$ cat src/rkpp_pkg.sv
// constants shared by the kernel program partition block
`default_nettype none

package rkpp_pkg;

  localparam int RKPP_ADDR_W = 8;
  localparam int RKPP_DATA_W = 32;
  localparam int RKPP_RAM_W = 16;

  // register byte offsets
  localparam logic [RKPP_ADDR_W-1:0] RKPP_OFS_KBASE = 8'h00;
  localparam logic [RKPP_ADDR_W-1:0] RKPP_OFS_DSIZE = 8'h04;
  localparam logic [RKPP_ADDR_W-1:0] RKPP_OFS_STAT = 8'h08;

  // kernel program base field layout
  localparam int RKPP_KBASE_LSB = 10;
  localparam int RKPP_KBASE_MSB = 15;
  localparam int RKPP_KBASE_FW = RKPP_KBASE_MSB - RKPP_KBASE_LSB + 1;
  localparam int RKPP_IMPL_MSB = 15;
  localparam int RKPP_UPPER_LSB = 16;

  // status bit positions
  localparam int RKPP_STAT_PRESENT = 0;
  localparam int RKPP_STAT_OVER = 1;

  // reset values
  localparam logic [RKPP_KBASE_FW-1:0] RKPP_KBASE_RST = 6'h00;
  localparam logic [RKPP_RAM_W-1:0] RKPP_DSIZE_RST = 16'h0000;
  localparam logic [RKPP_DATA_W-1:0] RKPP_RD_IDLE = 32'h0000_0000;

endpackage : rkpp_pkg

`default_nettype wire

$ cat src/rkpp_region_map.sv
// registered classifier of a data RAM offset into kernel data or program
`timescale 1ns/10ps
`default_nettype none

module rkpp_region_map (
  input wire logic clk_i,
  input wire logic rst_i,
  input wire logic [rkpp_pkg::RKPP_RAM_W-1:0] addr_i,
  input wire logic [rkpp_pkg::RKPP_RAM_W-1:0] base_i,
  input wire logic [rkpp_pkg::RKPP_RAM_W-1:0] size_i,
  output logic in_kprog_o,
  output logic in_kdata_o
);
  import rkpp_pkg::*;

  logic region_on;
  logic above_base;
  logic below_size;
  logic next_prog;
  logic next_data;

  // zero base means no program region at all
  assign region_on = (base_i != '0);
  assign above_base = (addr_i >= base_i);
  assign below_size = (addr_i < size_i);
  assign next_prog = region_on && above_base && below_size;
  assign next_data = below_size && !next_prog;

  always_ff @(posedge clk_i) begin
    if (rst_i) begin
      in_kprog_o <= 1'b0;
      in_kdata_o <= 1'b0;
    end else begin
      in_kprog_o <= next_prog;
      in_kdata_o <= next_data;
    end
  end

endmodule : rkpp_region_map

`default_nettype wire

$ cat src/rkpp_partition.sv
// kernel data / kernel program split of on-chip data RAM
//
// Overview of operation
// - base register bits 31-16 hold nothing and always read as zero
// - six writable bits 15-10 set kernel program start when non-zero
// - bits 9-0 are read-only zero, so boundary moves in 1 KB steps
// - any reset clears the base, giving all RAM to kernel data
//
// Added by the designer: the address map and the plain strobed port.
`timescale 1ns/10ps
`default_nettype none

module rkpp_partition (
  input wire logic MCLK_I,
  input wire logic SRST_I,
  input wire logic [rkpp_pkg::RKPP_ADDR_W-1:0] ADDR_I,
  input wire logic [rkpp_pkg::RKPP_DATA_W-1:0] WR_DATA_I,
  input wire logic WR_STB_I,
  input wire logic RD_STB_I,
  output logic [rkpp_pkg::RKPP_DATA_W-1:0] RD_DATA_O,
  input wire logic [rkpp_pkg::RKPP_RAM_W-1:0] RAM_ADDR_I,
  output logic [rkpp_pkg::RKPP_RAM_W-1:0] KPROG_BASE_O,
  output logic [rkpp_pkg::RKPP_RAM_W-1:0] KDATA_LEN_O,
  output logic KPROG_PRESENT_O,
  output logic LIMIT_ERR_O,
  output logic IN_KPROG_O,
  output logic IN_KDATA_O
);
  import rkpp_pkg::*;

  //////////////////////////////////////////////////////////////////////////////
  // register state

  logic [RKPP_KBASE_FW-1:0] kbase_field;
  logic [RKPP_RAM_W-1:0] kernel_program_ram_base;
  logic [RKPP_RAM_W-1:0] data_ram_size_value;
  logic [RKPP_DATA_W-1:0] rd_data;
  logic [RKPP_RAM_W-1:0] kdata_len;
  logic present;
  logic limit_err;

  //////////////////////////////////////////////////////////////////////////////
  // decode

  logic sel_kbase;
  logic sel_dsize;
  logic sel_stat;
  logic wr_kbase;
  logic wr_dsize;
  logic [RKPP_KBASE_FW-1:0] next_kbase_field;
  logic [RKPP_RAM_W-1:0] next_base;
  logic [RKPP_RAM_W-1:0] next_dsize;
  logic next_present;
  logic next_over;
  logic [RKPP_RAM_W-1:0] next_kdata_len;
  logic [RKPP_DATA_W-1:0] kbase_word;
  logic [RKPP_DATA_W-1:0] dsize_word;
  logic [RKPP_DATA_W-1:0] stat_word;
  logic [RKPP_DATA_W-1:0] next_rd_data;

  assign sel_kbase = (ADDR_I == RKPP_OFS_KBASE);
  assign sel_dsize = (ADDR_I == RKPP_OFS_DSIZE);
  assign sel_stat = (ADDR_I == RKPP_OFS_STAT);
  assign wr_kbase = WR_STB_I && sel_kbase;
  assign wr_dsize = WR_STB_I && sel_dsize;

  // only the six field bits are taken from the bus
  assign next_kbase_field = wr_kbase ? WR_DATA_I[RKPP_KBASE_MSB:RKPP_KBASE_LSB] : kbase_field;
  // low ten bits are wired to zero, so the base register only ever stores zeros there
  assign next_base = {next_kbase_field, {RKPP_KBASE_LSB{1'b0}}};
  assign next_dsize = wr_dsize ? WR_DATA_I[RKPP_IMPL_MSB:0] : data_ram_size_value;

  // zero base leaves the whole RAM to kernel data
  assign next_present = (next_kbase_field != '0);
  // the ordering is software's duty; hardware only reports a breach
  assign next_over = (next_base > next_dsize);
  assign next_kdata_len = next_present ? next_base : next_dsize;

  //////////////////////////////////////////////////////////////////////////////
  // read path

  // upper half of every word is padded with zeros
  assign kbase_word = {{(RKPP_DATA_W-RKPP_UPPER_LSB){1'b0}}, kernel_program_ram_base};
  assign dsize_word = {{(RKPP_DATA_W-RKPP_UPPER_LSB){1'b0}}, data_ram_size_value};
  assign stat_word = {{(RKPP_DATA_W-2){1'b0}}, limit_err, present};
  assign next_rd_data = !RD_STB_I ? RKPP_RD_IDLE :
                        sel_kbase ? kbase_word :
                        sel_dsize ? dsize_word :
                        sel_stat ? stat_word : RKPP_RD_IDLE;

  //////////////////////////////////////////////////////////////////////////////
  // flip-flops

  always_ff @(posedge MCLK_I) begin
    if (SRST_I) begin
      kbase_field <= RKPP_KBASE_RST;
      kernel_program_ram_base <= {RKPP_KBASE_RST, {RKPP_KBASE_LSB{1'b0}}};
      data_ram_size_value <= RKPP_DSIZE_RST;
    end else begin
      kbase_field <= next_kbase_field;
      kernel_program_ram_base <= next_base;
      data_ram_size_value <= next_dsize;
    end
  end

  always_ff @(posedge MCLK_I) begin
    if (SRST_I) begin
      present <= 1'b0;
      limit_err <= 1'b0;
      kdata_len <= RKPP_DSIZE_RST;
    end else begin
      present <= next_present;
      limit_err <= next_over;
      kdata_len <= next_kdata_len;
    end
  end

  // read data stand for exactly one cycle after the strobe
  always_ff @(posedge MCLK_I) begin
    if (SRST_I) begin
      rd_data <= RKPP_RD_IDLE;
    end else begin
      rd_data <= next_rd_data;
    end
  end

  assign RD_DATA_O = rd_data;
  assign KPROG_BASE_O = kernel_program_ram_base;
  assign KDATA_LEN_O = kdata_len;
  assign KPROG_PRESENT_O = present;
  assign LIMIT_ERR_O = limit_err;

  //////////////////////////////////////////////////////////////////////////////
  // address classifier

  // ram address comes from the same clock domain, no synchroniser needed
  rkpp_region_map u_map (
    .clk_i(MCLK_I),
    .rst_i(SRST_I),
    .addr_i(RAM_ADDR_I),
    .base_i(kernel_program_ram_base),
    .size_i(data_ram_size_value),
    .in_kprog_o(IN_KPROG_O),
    .in_kdata_o(IN_KDATA_O)
  );

  //////////////////////////////////////////////////////////////////////////////
  // assertions

  property p_upper_zero;
    @(posedge MCLK_I) disable iff (SRST_I)
      RD_STB_I |=> (RD_DATA_O[RKPP_DATA_W-1:RKPP_UPPER_LSB] == '0);
  endproperty
  a_upper_zero: assert property (p_upper_zero) else $error("upper half of read data not zero");

  property p_base_write;
    @(posedge MCLK_I) disable iff (SRST_I)
      (WR_STB_I && ADDR_I == RKPP_OFS_KBASE) |=>
        (KPROG_BASE_O[RKPP_KBASE_MSB:RKPP_KBASE_LSB] == $past(WR_DATA_I[RKPP_KBASE_MSB:RKPP_KBASE_LSB]))
        && (KPROG_PRESENT_O == ($past(WR_DATA_I[RKPP_KBASE_MSB:RKPP_KBASE_LSB]) != '0));
  endproperty
  a_base_write: assert property (p_base_write) else $error("base field did not take written value");

  property p_base_readback;
    @(posedge MCLK_I) disable iff (SRST_I)
      (RD_STB_I && ADDR_I == RKPP_OFS_KBASE) |=>
        (RD_DATA_O[RKPP_IMPL_MSB:0] == $past(KPROG_BASE_O)) && (RD_DATA_O[RKPP_KBASE_LSB-1:0] == '0);
  endproperty
  a_base_readback: assert property (p_base_readback) else $error("base readback wrong or low bits set");

  property p_low_zero;
    @(posedge MCLK_I) disable iff (SRST_I)
      WR_STB_I |=> (KPROG_BASE_O[RKPP_KBASE_LSB-1:0] == '0);
  endproperty
  a_low_zero: assert property (p_low_zero) else $error("base low bits not zero after write");

  property p_reset_clear;
    @(posedge MCLK_I)
      SRST_I |=> (KPROG_BASE_O == '0) && !KPROG_PRESENT_O && (KDATA_LEN_O == RKPP_DSIZE_RST);
  endproperty
  a_reset_clear: assert property (p_reset_clear) else $error("reset did not clear the base");

  property p_ignore_other;
    @(posedge MCLK_I) disable iff (SRST_I)
      !(WR_STB_I && ADDR_I == RKPP_OFS_KBASE) |=> $stable(KPROG_BASE_O);
  endproperty
  a_ignore_other: assert property (p_ignore_other) else $error("base changed without a base write");

  property p_over_flag;
    @(posedge MCLK_I) disable iff (SRST_I)
      WR_STB_I ##1 !WR_STB_I |-> (LIMIT_ERR_O == (KPROG_BASE_O > data_ram_size_value));
  endproperty
  a_over_flag: assert property (p_over_flag) else $error("limit flag disagrees with base and size");

  property p_rd_one_cycle;
    @(posedge MCLK_I) disable iff (SRST_I)
      !RD_STB_I |=> (RD_DATA_O == RKPP_RD_IDLE);
  endproperty
  a_rd_one_cycle: assert property (p_rd_one_cycle) else $error("read data held beyond one cycle");

  property p_reset_rd;
    @(posedge MCLK_I)
      SRST_I |=> (RD_DATA_O == RKPP_RD_IDLE) && !LIMIT_ERR_O && !IN_KPROG_O && !IN_KDATA_O;
  endproperty
  a_reset_rd: assert property (p_reset_rd) else $error("reset left a status or read output set");

  property p_unmapped_read;
    @(posedge MCLK_I) disable iff (SRST_I)
      (RD_STB_I && ADDR_I != RKPP_OFS_KBASE && ADDR_I != RKPP_OFS_DSIZE && ADDR_I != RKPP_OFS_STAT)
        |=> (RD_DATA_O == RKPP_RD_IDLE);
  endproperty
  a_unmapped_read: assert property (p_unmapped_read) else $error("unmapped read returned non-zero data");

  property p_present_match;
    @(posedge MCLK_I) disable iff (SRST_I)
      KPROG_PRESENT_O == (KPROG_BASE_O != '0);
  endproperty
  a_present_match: assert property (p_present_match) else $error("present flag disagrees with base");

  // with no program region the data length falls back to the size setting
  property p_kdata_len;
    @(posedge MCLK_I) disable iff (SRST_I)
      KDATA_LEN_O == (KPROG_PRESENT_O ? KPROG_BASE_O : data_ram_size_value);
  endproperty
  a_kdata_len: assert property (p_kdata_len) else $error("kernel data length wrong");

  property p_size_write;
    @(posedge MCLK_I) disable iff (SRST_I)
      (WR_STB_I && ADDR_I == RKPP_OFS_DSIZE) |=> (data_ram_size_value == $past(WR_DATA_I[RKPP_IMPL_MSB:0]));
  endproperty
  a_size_write: assert property (p_size_write) else $error("size setting did not take written value");

  property p_size_hold;
    @(posedge MCLK_I) disable iff (SRST_I)
      !(WR_STB_I && ADDR_I == RKPP_OFS_DSIZE) |=> $stable(data_ram_size_value);
  endproperty
  a_size_hold: assert property (p_size_hold) else $error("size setting changed without a size write");

  property p_size_readback;
    @(posedge MCLK_I) disable iff (SRST_I)
      (RD_STB_I && ADDR_I == RKPP_OFS_DSIZE) |=> (RD_DATA_O[RKPP_IMPL_MSB:0] == $past(data_ram_size_value));
  endproperty
  a_size_readback: assert property (p_size_readback) else $error("size readback wrong");

  // status is read-only, so a write there must reach neither setting
  property p_stat_write_ignored;
    @(posedge MCLK_I) disable iff (SRST_I)
      (WR_STB_I && ADDR_I == RKPP_OFS_STAT) |=> $stable(KPROG_BASE_O) && $stable(data_ram_size_value);
  endproperty
  a_stat_write_ignored: assert property (p_stat_write_ignored) else $error("status write changed a setting");

  property p_stat_readback;
    @(posedge MCLK_I) disable iff (SRST_I)
      (RD_STB_I && ADDR_I == RKPP_OFS_STAT) |=>
        (RD_DATA_O[RKPP_STAT_PRESENT] == $past(KPROG_PRESENT_O)) && (RD_DATA_O[RKPP_STAT_OVER] == $past(LIMIT_ERR_O));
  endproperty
  a_stat_readback: assert property (p_stat_readback) else $error("status readback wrong");

  property p_limit_hold;
    @(posedge MCLK_I) disable iff (SRST_I)
      !WR_STB_I |=> $stable(LIMIT_ERR_O);
  endproperty
  a_limit_hold: assert property (p_limit_hold) else $error("limit flag moved without a write");

  // a read must never disturb either setting
  property p_rd_side_effect;
    @(posedge MCLK_I) disable iff (SRST_I)
      RD_STB_I |=> $stable(KPROG_BASE_O) && $stable(data_ram_size_value);
  endproperty
  a_rd_side_effect: assert property (p_rd_side_effect) else $error("read changed a setting");

  //////////////////////////////////////////////////////////////////////////////
  // classifier checks

  // one cycle late: flags judge last cycle's offset against last cycle's settings
  property p_in_kprog;
    @(posedge MCLK_I) disable iff (SRST_I)
      1'b1 |=> (IN_KPROG_O == (($past(KPROG_BASE_O) != '0) && ($past(RAM_ADDR_I) >= $past(KPROG_BASE_O))
                && ($past(RAM_ADDR_I) < $past(data_ram_size_value))));
  endproperty
  a_in_kprog: assert property (p_in_kprog) else $error("program region flag wrong");

  property p_in_kdata;
    @(posedge MCLK_I) disable iff (SRST_I)
      1'b1 |=> (IN_KDATA_O == (($past(RAM_ADDR_I) < $past(data_ram_size_value)) && !IN_KPROG_O));
  endproperty
  a_in_kdata: assert property (p_in_kdata) else $error("data region flag wrong");

  property p_regions_apart;
    @(posedge MCLK_I) disable iff (SRST_I)
      !(IN_KPROG_O && IN_KDATA_O);
  endproperty
  a_regions_apart: assert property (p_regions_apart) else $error("offset flagged as program and data");

  c_set_region: cover property (@(posedge MCLK_I) disable iff (SRST_I)
    (WR_STB_I && ADDR_I == RKPP_OFS_KBASE && WR_DATA_I[RKPP_KBASE_MSB:RKPP_KBASE_LSB] != '0) ##1 KPROG_PRESENT_O);
  c_clear_region: cover property (@(posedge MCLK_I) disable iff (SRST_I)
    KPROG_PRESENT_O ##1 (WR_STB_I && ADDR_I == RKPP_OFS_KBASE) ##1 !KPROG_PRESENT_O);
  c_limit: cover property (@(posedge MCLK_I) disable iff (SRST_I) $rose(LIMIT_ERR_O));
  c_in_prog: cover property (@(posedge MCLK_I) disable iff (SRST_I) IN_KPROG_O);
  c_size_read: cover property (@(posedge MCLK_I) disable iff (SRST_I) RD_STB_I && ADDR_I == RKPP_OFS_DSIZE);

endmodule : rkpp_partition

`default_nettype wire

$ cat config.mk
export PLATFORM = sky130hd
export DESIGN_NAME = rkpp_partition
export DESIGN_NICKNAME = d
export VERILOG_FILES = /design/src/rkpp_pkg.sv /design/src/rkpp_region_map.sv /design/src/rkpp_partition.sv
export SDC_FILE = /design/constraint.sdc
export NUM_CORES = 1
export LEC_CHECK = 0
export BUFFER_PORTS_ARGS = -buffer_cell sky130_fd_sc_hd__buf_4
export CORE_ASPECT_RATIO = 0.75
export CORE_MARGIN = 1
export CORE_UTILIZATION = 40
export DETAILED_ROUTE_END_ITERATION = 8
export PLACE_DENSITY = 0.69
export SETUP_SLACK_MARGIN = 0.4
export SYNTH_ARGS = -nofsm -noshare
export SYNTH_HDL_FRONTEND = slang
export SYNTH_SLANG_ARGS = --single-unit
$ cat constraint.sdc
create_clock -name MCLK_I -period 7.8 [get_ports MCLK_I]
set_clock_uncertainty 0.05 [all_clocks]
set_input_delay 1.56 -clock MCLK_I [delete_from_list [all_inputs] [get_ports MCLK_I]]
set_output_delay 1.56 -clock MCLK_I [all_outputs]
set_load 0.01 [all_outputs]
### Word-level counts from Yosys, hierarchy flattened

Cells that the tools add are included.

| operators by class | value |
|---|---|
| add/sub/neg operators | 0 |
| multipliers | 0 |
| divide/modulo/power cells | 0 |
| $lt $le $gt $ge | 3 |
| eq/ne operators | 2 |
| shifts and indexed selects | 0 |
| muxes and demuxes | 6 |
| bitwise gates (word level) | 1 |
| reduce and logical (&&, ||, !) cells | 12 |

Operators by type and width:

| kind | number |
|---|---|
| $mux 16 | 4 |
| $ge 16x16->1 | 1 |
| $gt 16x16->1 | 1 |
| $lt 16x16->1 | 1 |
| $reduce_bool 16->1 | 1 |
| $eq 8x3->1 const B | 1 |
| $eq 8x4->1 const B | 1 |
| $logic_not 8->1 | 1 |
| $mux 6 | 1 |
| $reduce_bool 6->1 | 1 |
| $logic_and 1x1->1 | 5 |
| $reduce_or 2->1 | 2 |
| $reduce_or 4->1 | 1 |
| $mux 2 | 1 |
| $logic_not 1->1 | 1 |
| $not 1->1 | 1 |

| word-level totals | value |
|---|---|
| bits in registers | 84 |
| latch bits | 0 |
| RAM bits | 0 |
| bits in read-only memories | 0 |
| input port bits | 60 |
| output and inout bits | 68 |
| word-level logic and storage cells | 35 |
| memories kept | 0 |

### Logic depth before layout (Yosys ltp)

| logic depth | value |
|---|---|
| depth after elaboration | 5 |
| depth in mapped cells | 12 |
| gate-level depth less buffers | 10 |

### Modules after synthesis

From an unflattened synthesis, not the netlist that was laid out.

| unflattened totals | value |
|---|---|
| cells, all modules | 366 |
| area, all modules | 3,248.1 um2 |

Modules (own cells, without submodules):

| module | times used | cells each | area each (um2) | sequential area each (um2) |
|---|---|---|---|---|
| rkpp_partition | 1 | 248 | 2,374.8 | 1,121.1 |
| rkpp_region_map | 1 | 118 | 873.3 | 40.0 |

### Least setup slack after synthesis

Ideal clock, no wire load.

| timing path | value |
|---|---|
| path type | input to register |
| start | in ADDR_I[5] (netlist name) |
| end | reg limit_err, in the netlist LIMIT_ERR_O |
| setup time | 0.134 ns |
| arrival | 3.739 ns |
| required time | 7.616 ns |
| slack | 3.877 ns |
| stages on the path | 12 |
| path buffers | 2 |
| path through | nor4_2 -> nand3_1 -> buf_2 -> buf_2 -> mux2i_1 -> inv_1 -> ha_1 -> a21o_1 -> a21o_1 -> a21o_1 -> a221oi_1 -> a311oi_1 |

| on the way | value |
|---|---|
| cells in the longest elaborated chain, start to end | 4 |
| elaborated cells between the ends (all ways) | 7 |
| those cells by class | order compare: 1; eq/ne: 1; mux: 2; reduce/logical: 3 |

RTL lines:

| what | line | text |
|---|---|---|
| from (decl) | rkpp_partition.sv:16 | `input wire logic [rkpp_pkg::RKPP_ADDR_W-1:0] ADDR_I,` |
| $logic_not 8->1 | rkpp_partition.sv:61 | `assign sel_kbase = (ADDR_I == RKPP_OFS_KBASE);` |
| $logic_and 1x1->1 | rkpp_partition.sv:64 | `assign wr_kbase = WR_STB_I && sel_kbase;` |
| $mux 6 | rkpp_partition.sv:68 | `assign next_kbase_field = wr_kbase ? WR_DATA_I[RKPP_KBASE_MSB:RKPP_KBASE_LSB] : kbase_field;` |
| via next_kbase_field[2] | rkpp_partition.sv:50 | `logic [RKPP_KBASE_FW-1:0] next_kbase_field;` |
| $gt 16x16->1 | rkpp_partition.sv:76 | `assign next_over = (next_base > next_dsize);` |
| to (signal assigned) | rkpp_partition.sv:113 | `limit_err <= next_over;` |
| to (decl) | rkpp_partition.sv:40 | `logic limit_err;` |

The timed path passes the listed nets, and every way through them passes these cells.
A chain may end at the register's enable or synchronous reset.

### Final worst setup path

| timing path | value |
|---|---|
| start | in ADDR_I[3] (netlist name) |
| end | reg limit_err, in the netlist LIMIT_ERR_O |

Same word-level chain as after synthesis.

==> results summary <==
The quantity of gates resized following cts is 0. In the routed design, unresolved DRC markers number 0. CTS built an H-tree with a depth of 3. The number of different library cells used by synthesis comes to 35. The mean instance size in the synthesized netlist is 8.87 sq um. For this run, the number of Yosys warnings is 0. The total global-route track usage is 20.4%. After detailed routing, the number of vias per cell comes to 4.99.

The run finished with clean final reports. The number of global-route vias before repair came to 2365. The detailed-route wire length came out at 7880 um.

The worst setup margin is 3430 ps. In this run, post-CTS hold repair placed 0 buffers. The largest net degree at the start of global routing is 43. The die height came out at 76.9 um. The first-pass detailed-route iteration total is 4. For the pin with the worst max-slew slack, the measured transition is 876 ps. The initial antenna violation count is 0.

The global route total overflow came out at 0. The total number of vias came out at 2612. The power density normalized to cell area is 174 mW/mm^2. The effective utilization at floorplan is 42.6%.

The maximum fanout along the worst path came out at 20. The count of mapped cells out of synthesis is 337. The detailed-route wire length per cell came out at 15.1 um. The final design instance area without fill came out at 0.00383 sq mm.

The clock insertion delay at the later pin of the skew report is 340 ps. The path class of the tightest hold or removal check is reg2reg. The synthesized design contains 58 register bits. The library cell used as clock root buffer is sky130_fd_sc_hd__clkbuf_8. The number of instances on the worst hold path is 2. Once detailed placement completed, the half-perimeter wirelength came to 6050 um.

At the end of the flow, the number of nets in the layout was 507. The area growth from synthesis to layout is 28.0%. The setup slack at placement is 3060 ps. The antenna diode count is 0.

The floorplan has 26 rows. The max-slew violation total from the final report is 0. The worst endpoint data arrival time came out at 4530 ps. After synthesis the cells add up to 0.00299 sq mm.

The leakage component of the power came out at 1.91 nW. The highest clock frequency the design can meet came out at 0.229 GHz. Counting the buffers created by CTS gives 9.

The I/O pin count came out at 128. Adding up every negative setup slack in the final design gives 0 ps. The final critical delay including setup and external delays is 4370 ps. The post-route antenna net violation count came out at 0. IR analysis of the VDD net gives a maximum drop of 0.0827 mV. The endpoint kind of the worst setup timing path is a flip-flop. The post-route netlist has 24.5% of its cells at a drive strength greater than 1.

The number of max-cap violations is 0. Setup repair after global routing left no endpoint under its margin. During placement, the flow inserted port buffers numbering 85. The final number of setup-violating endpoints came out at 0. After synthesis, the cell types taking the most area are sky130_fd_sc_hd__dfxtp_1 (39%), sky130_fd_sc_hd__ha_1 (11%), sky130_fd_sc_hd__mux2i_1 (7.4%).

The worst slack on hold paths came out at 468 ps. The end-of-flow core utilization is 54.5%. From left edge to right edge, the die measures 102 um. Headroom to the max-slew limit came out at 41.6%. In the finished design, the share of the clock period the worst path needs comes to 56.0%.

The weighted congestion reported at the end of routability-driven placement is 0.849. After detailed placement, the total cell area comes to 0.00360 sq mm. TritonCTS built the clock tree.

The critical path is of the in2reg type. The number of buffers on the longest clock path is 2. The region available for standard cell placement spans 0.00703 sq mm. The clock-pin transition on the worst setup and hold timing paths is 70 ps.

The largest total area in the synthesized netlist belongs to sky130_fd_sc_hd__dfxtp_1. The clock net sink count is 58. The worst-case reg-to-reg path depth came out at 4. The post-CTS repair timing setup buffer count came out at 0. After synthesis, flip-flops and latches occupy 38.8% of the total area. The required time at the endpoint of the critical path came out at 7960 ps. The detailed router's first-iteration violation count came out at 155. The worst setup path is launched from a primary input. The total die area is 0.00783 sq mm. The final hold violation count came to 0. The top cell type by area accounts for 38.8% of the synthesized area. The first-pass GRT wire length came out at 12000 um.
[cell usage in the layout, fill, tap and decap left out, types with 2 or more instances in the layout]
cell                         n
sky130_fd_sc_hd__or4_1       7
sky130_fd_sc_hd__a22oi_1     8
sky130_fd_sc_hd__clkbuf_8   10
sky130_fd_sc_hd__clkinv_4    2
sky130_fd_sc_hd__nor4b_1     2
sky130_fd_sc_hd__ha_1       27
sky130_fd_sc_hd__nor4_1     15
sky130_fd_sc_hd__buf_4      86
sky130_fd_sc_hd__and2_1      2
sky130_fd_sc_hd__conb_1     26
sky130_fd_sc_hd__nand3_1     4
sky130_fd_sc_hd__inv_1      27
sky130_fd_sc_hd__bufinv_16   2
sky130_fd_sc_hd__nand2_1    11
sky130_fd_sc_hd__nand2b_1    2
sky130_fd_sc_hd__dfxtp_1    58
sky130_fd_sc_hd__a211oi_1    2
sky130_fd_sc_hd__nor3_1     12
sky130_fd_sc_hd__o21ai_0     3
sky130_fd_sc_hd__or3_1       6
sky130_fd_sc_hd__a21oi_1    13
sky130_fd_sc_hd__nor2_1     43
sky130_fd_sc_hd__nand4_1     6
sky130_fd_sc_hd__mux2i_1    22
sky130_fd_sc_hd__nor2b_1     5
sky130_fd_sc_hd__a21o_1     12
[registers in the layout, summed over array words and instances, names as in the netlist]
signal               flops
data_ram_size_value     16
KPROG_PRESENT_O          1
u_map.in_kprog_o         1
KPROG_BASE_O             6
RD_DATA_O               16
KDATA_LEN_O             16
LIMIT_ERR_O              1
u_map.in_kdata_o         1
[where the power goes]
part	internal, mW	total [mW]	switching, mW
logic	0.0240	0.0538	0.0298
clock network	0.189	0.316	0.127
registers	0.297	0.297	0.000314
[worst max-delay path, stage by stage]
cell	delay [ps]
sky130_fd_sc_hd__buf_4	120
sky130_fd_sc_hd__nor4_1	400
sky130_fd_sc_hd__nand3_1	670
sky130_fd_sc_hd__mux2i_1	470
sky130_fd_sc_hd__inv_1	80
sky130_fd_sc_hd__ha_1	330
sky130_fd_sc_hd__a21o_1	180
sky130_fd_sc_hd__a21o_1	170
sky130_fd_sc_hd__a21o_1	170
sky130_fd_sc_hd__a221oi_1	290
sky130_fd_sc_hd__a311oi_1	80
[metal layers]
metal | share of wire (%) | up-vias | GRT usage [%]
li1 | - | 1298 | -
met1 | 47 | 1205 | 29.4
met2 | 43 | 98 | 28.9
met3 | 8.5 | 11 | 5.20
met4 | 1.2 | 0 | 7.43
met5 | 0 | - | 0
[stage by stage]
step	instances	power [mW]
finish	523	0.667
floorplan	362	0.338
CTS	523	0.673
global placement	507	0.356
global route	523	0.691
detailed placement	507	0.357
[logic make-up after synthesis]
family                     after synthesis  share of synthesized area [%]
adders and majority gates               27                           11.3
DFF                                     58                           38.8
and+or+nand+nor                        118                           20.3
buffers and inverters                   66                           11.8
other                                    1                          0.125
AOI/OAI and AO/OA                       45                           10.3
muxes                                   22                           7.36
[final timing paths]
kind                    start              to  slack [ps]
max                 ADDR_I[3]     LIMIT_ERR_O        3430
min           KPROG_PRESENT_O    RD_DATA_O[0]         470
max reg2reg  KPROG_BASE_O[15]  KDATA_LEN_O[8]        5590
min reg2reg   KPROG_PRESENT_O    RD_DATA_O[0]         470
[synth_stat cells (all sizes together)]
library cell / n
o21ai: 3
and3: 1
nand4: 6
o211a: 1
dfxtp: 58
nor4b: 2
mux2i: 22
a311oi: 1
nand2: 11
nor2b: 5
and2: 2
nor3: 12
a211oi: 2
o21a: 1
nor4: 16
a311o: 1
buf: 32
inv: 27
or3: 6
nand3: 4
o21bai: 1
a21oi: 13
conb: 1
ha: 27
a22oi: 8
a221oi: 1
nand2b: 2
clkbuf: 7
a21o: 12
a211o: 1
nor2: 43
or4: 8
[area by class of cell]
cell class	instances	area, sq um
Inverter	27	101
Sequential cell	58	1160
Multi-Input combinational cell	238	1570
Clock inverter	6	90.1
Fill cell	705	3200
Clock buffer	10	138
Timing Repair Buffer	86	646
Tap cell	98	123
No activity file was read; power rests on OpenSTA's default activity.
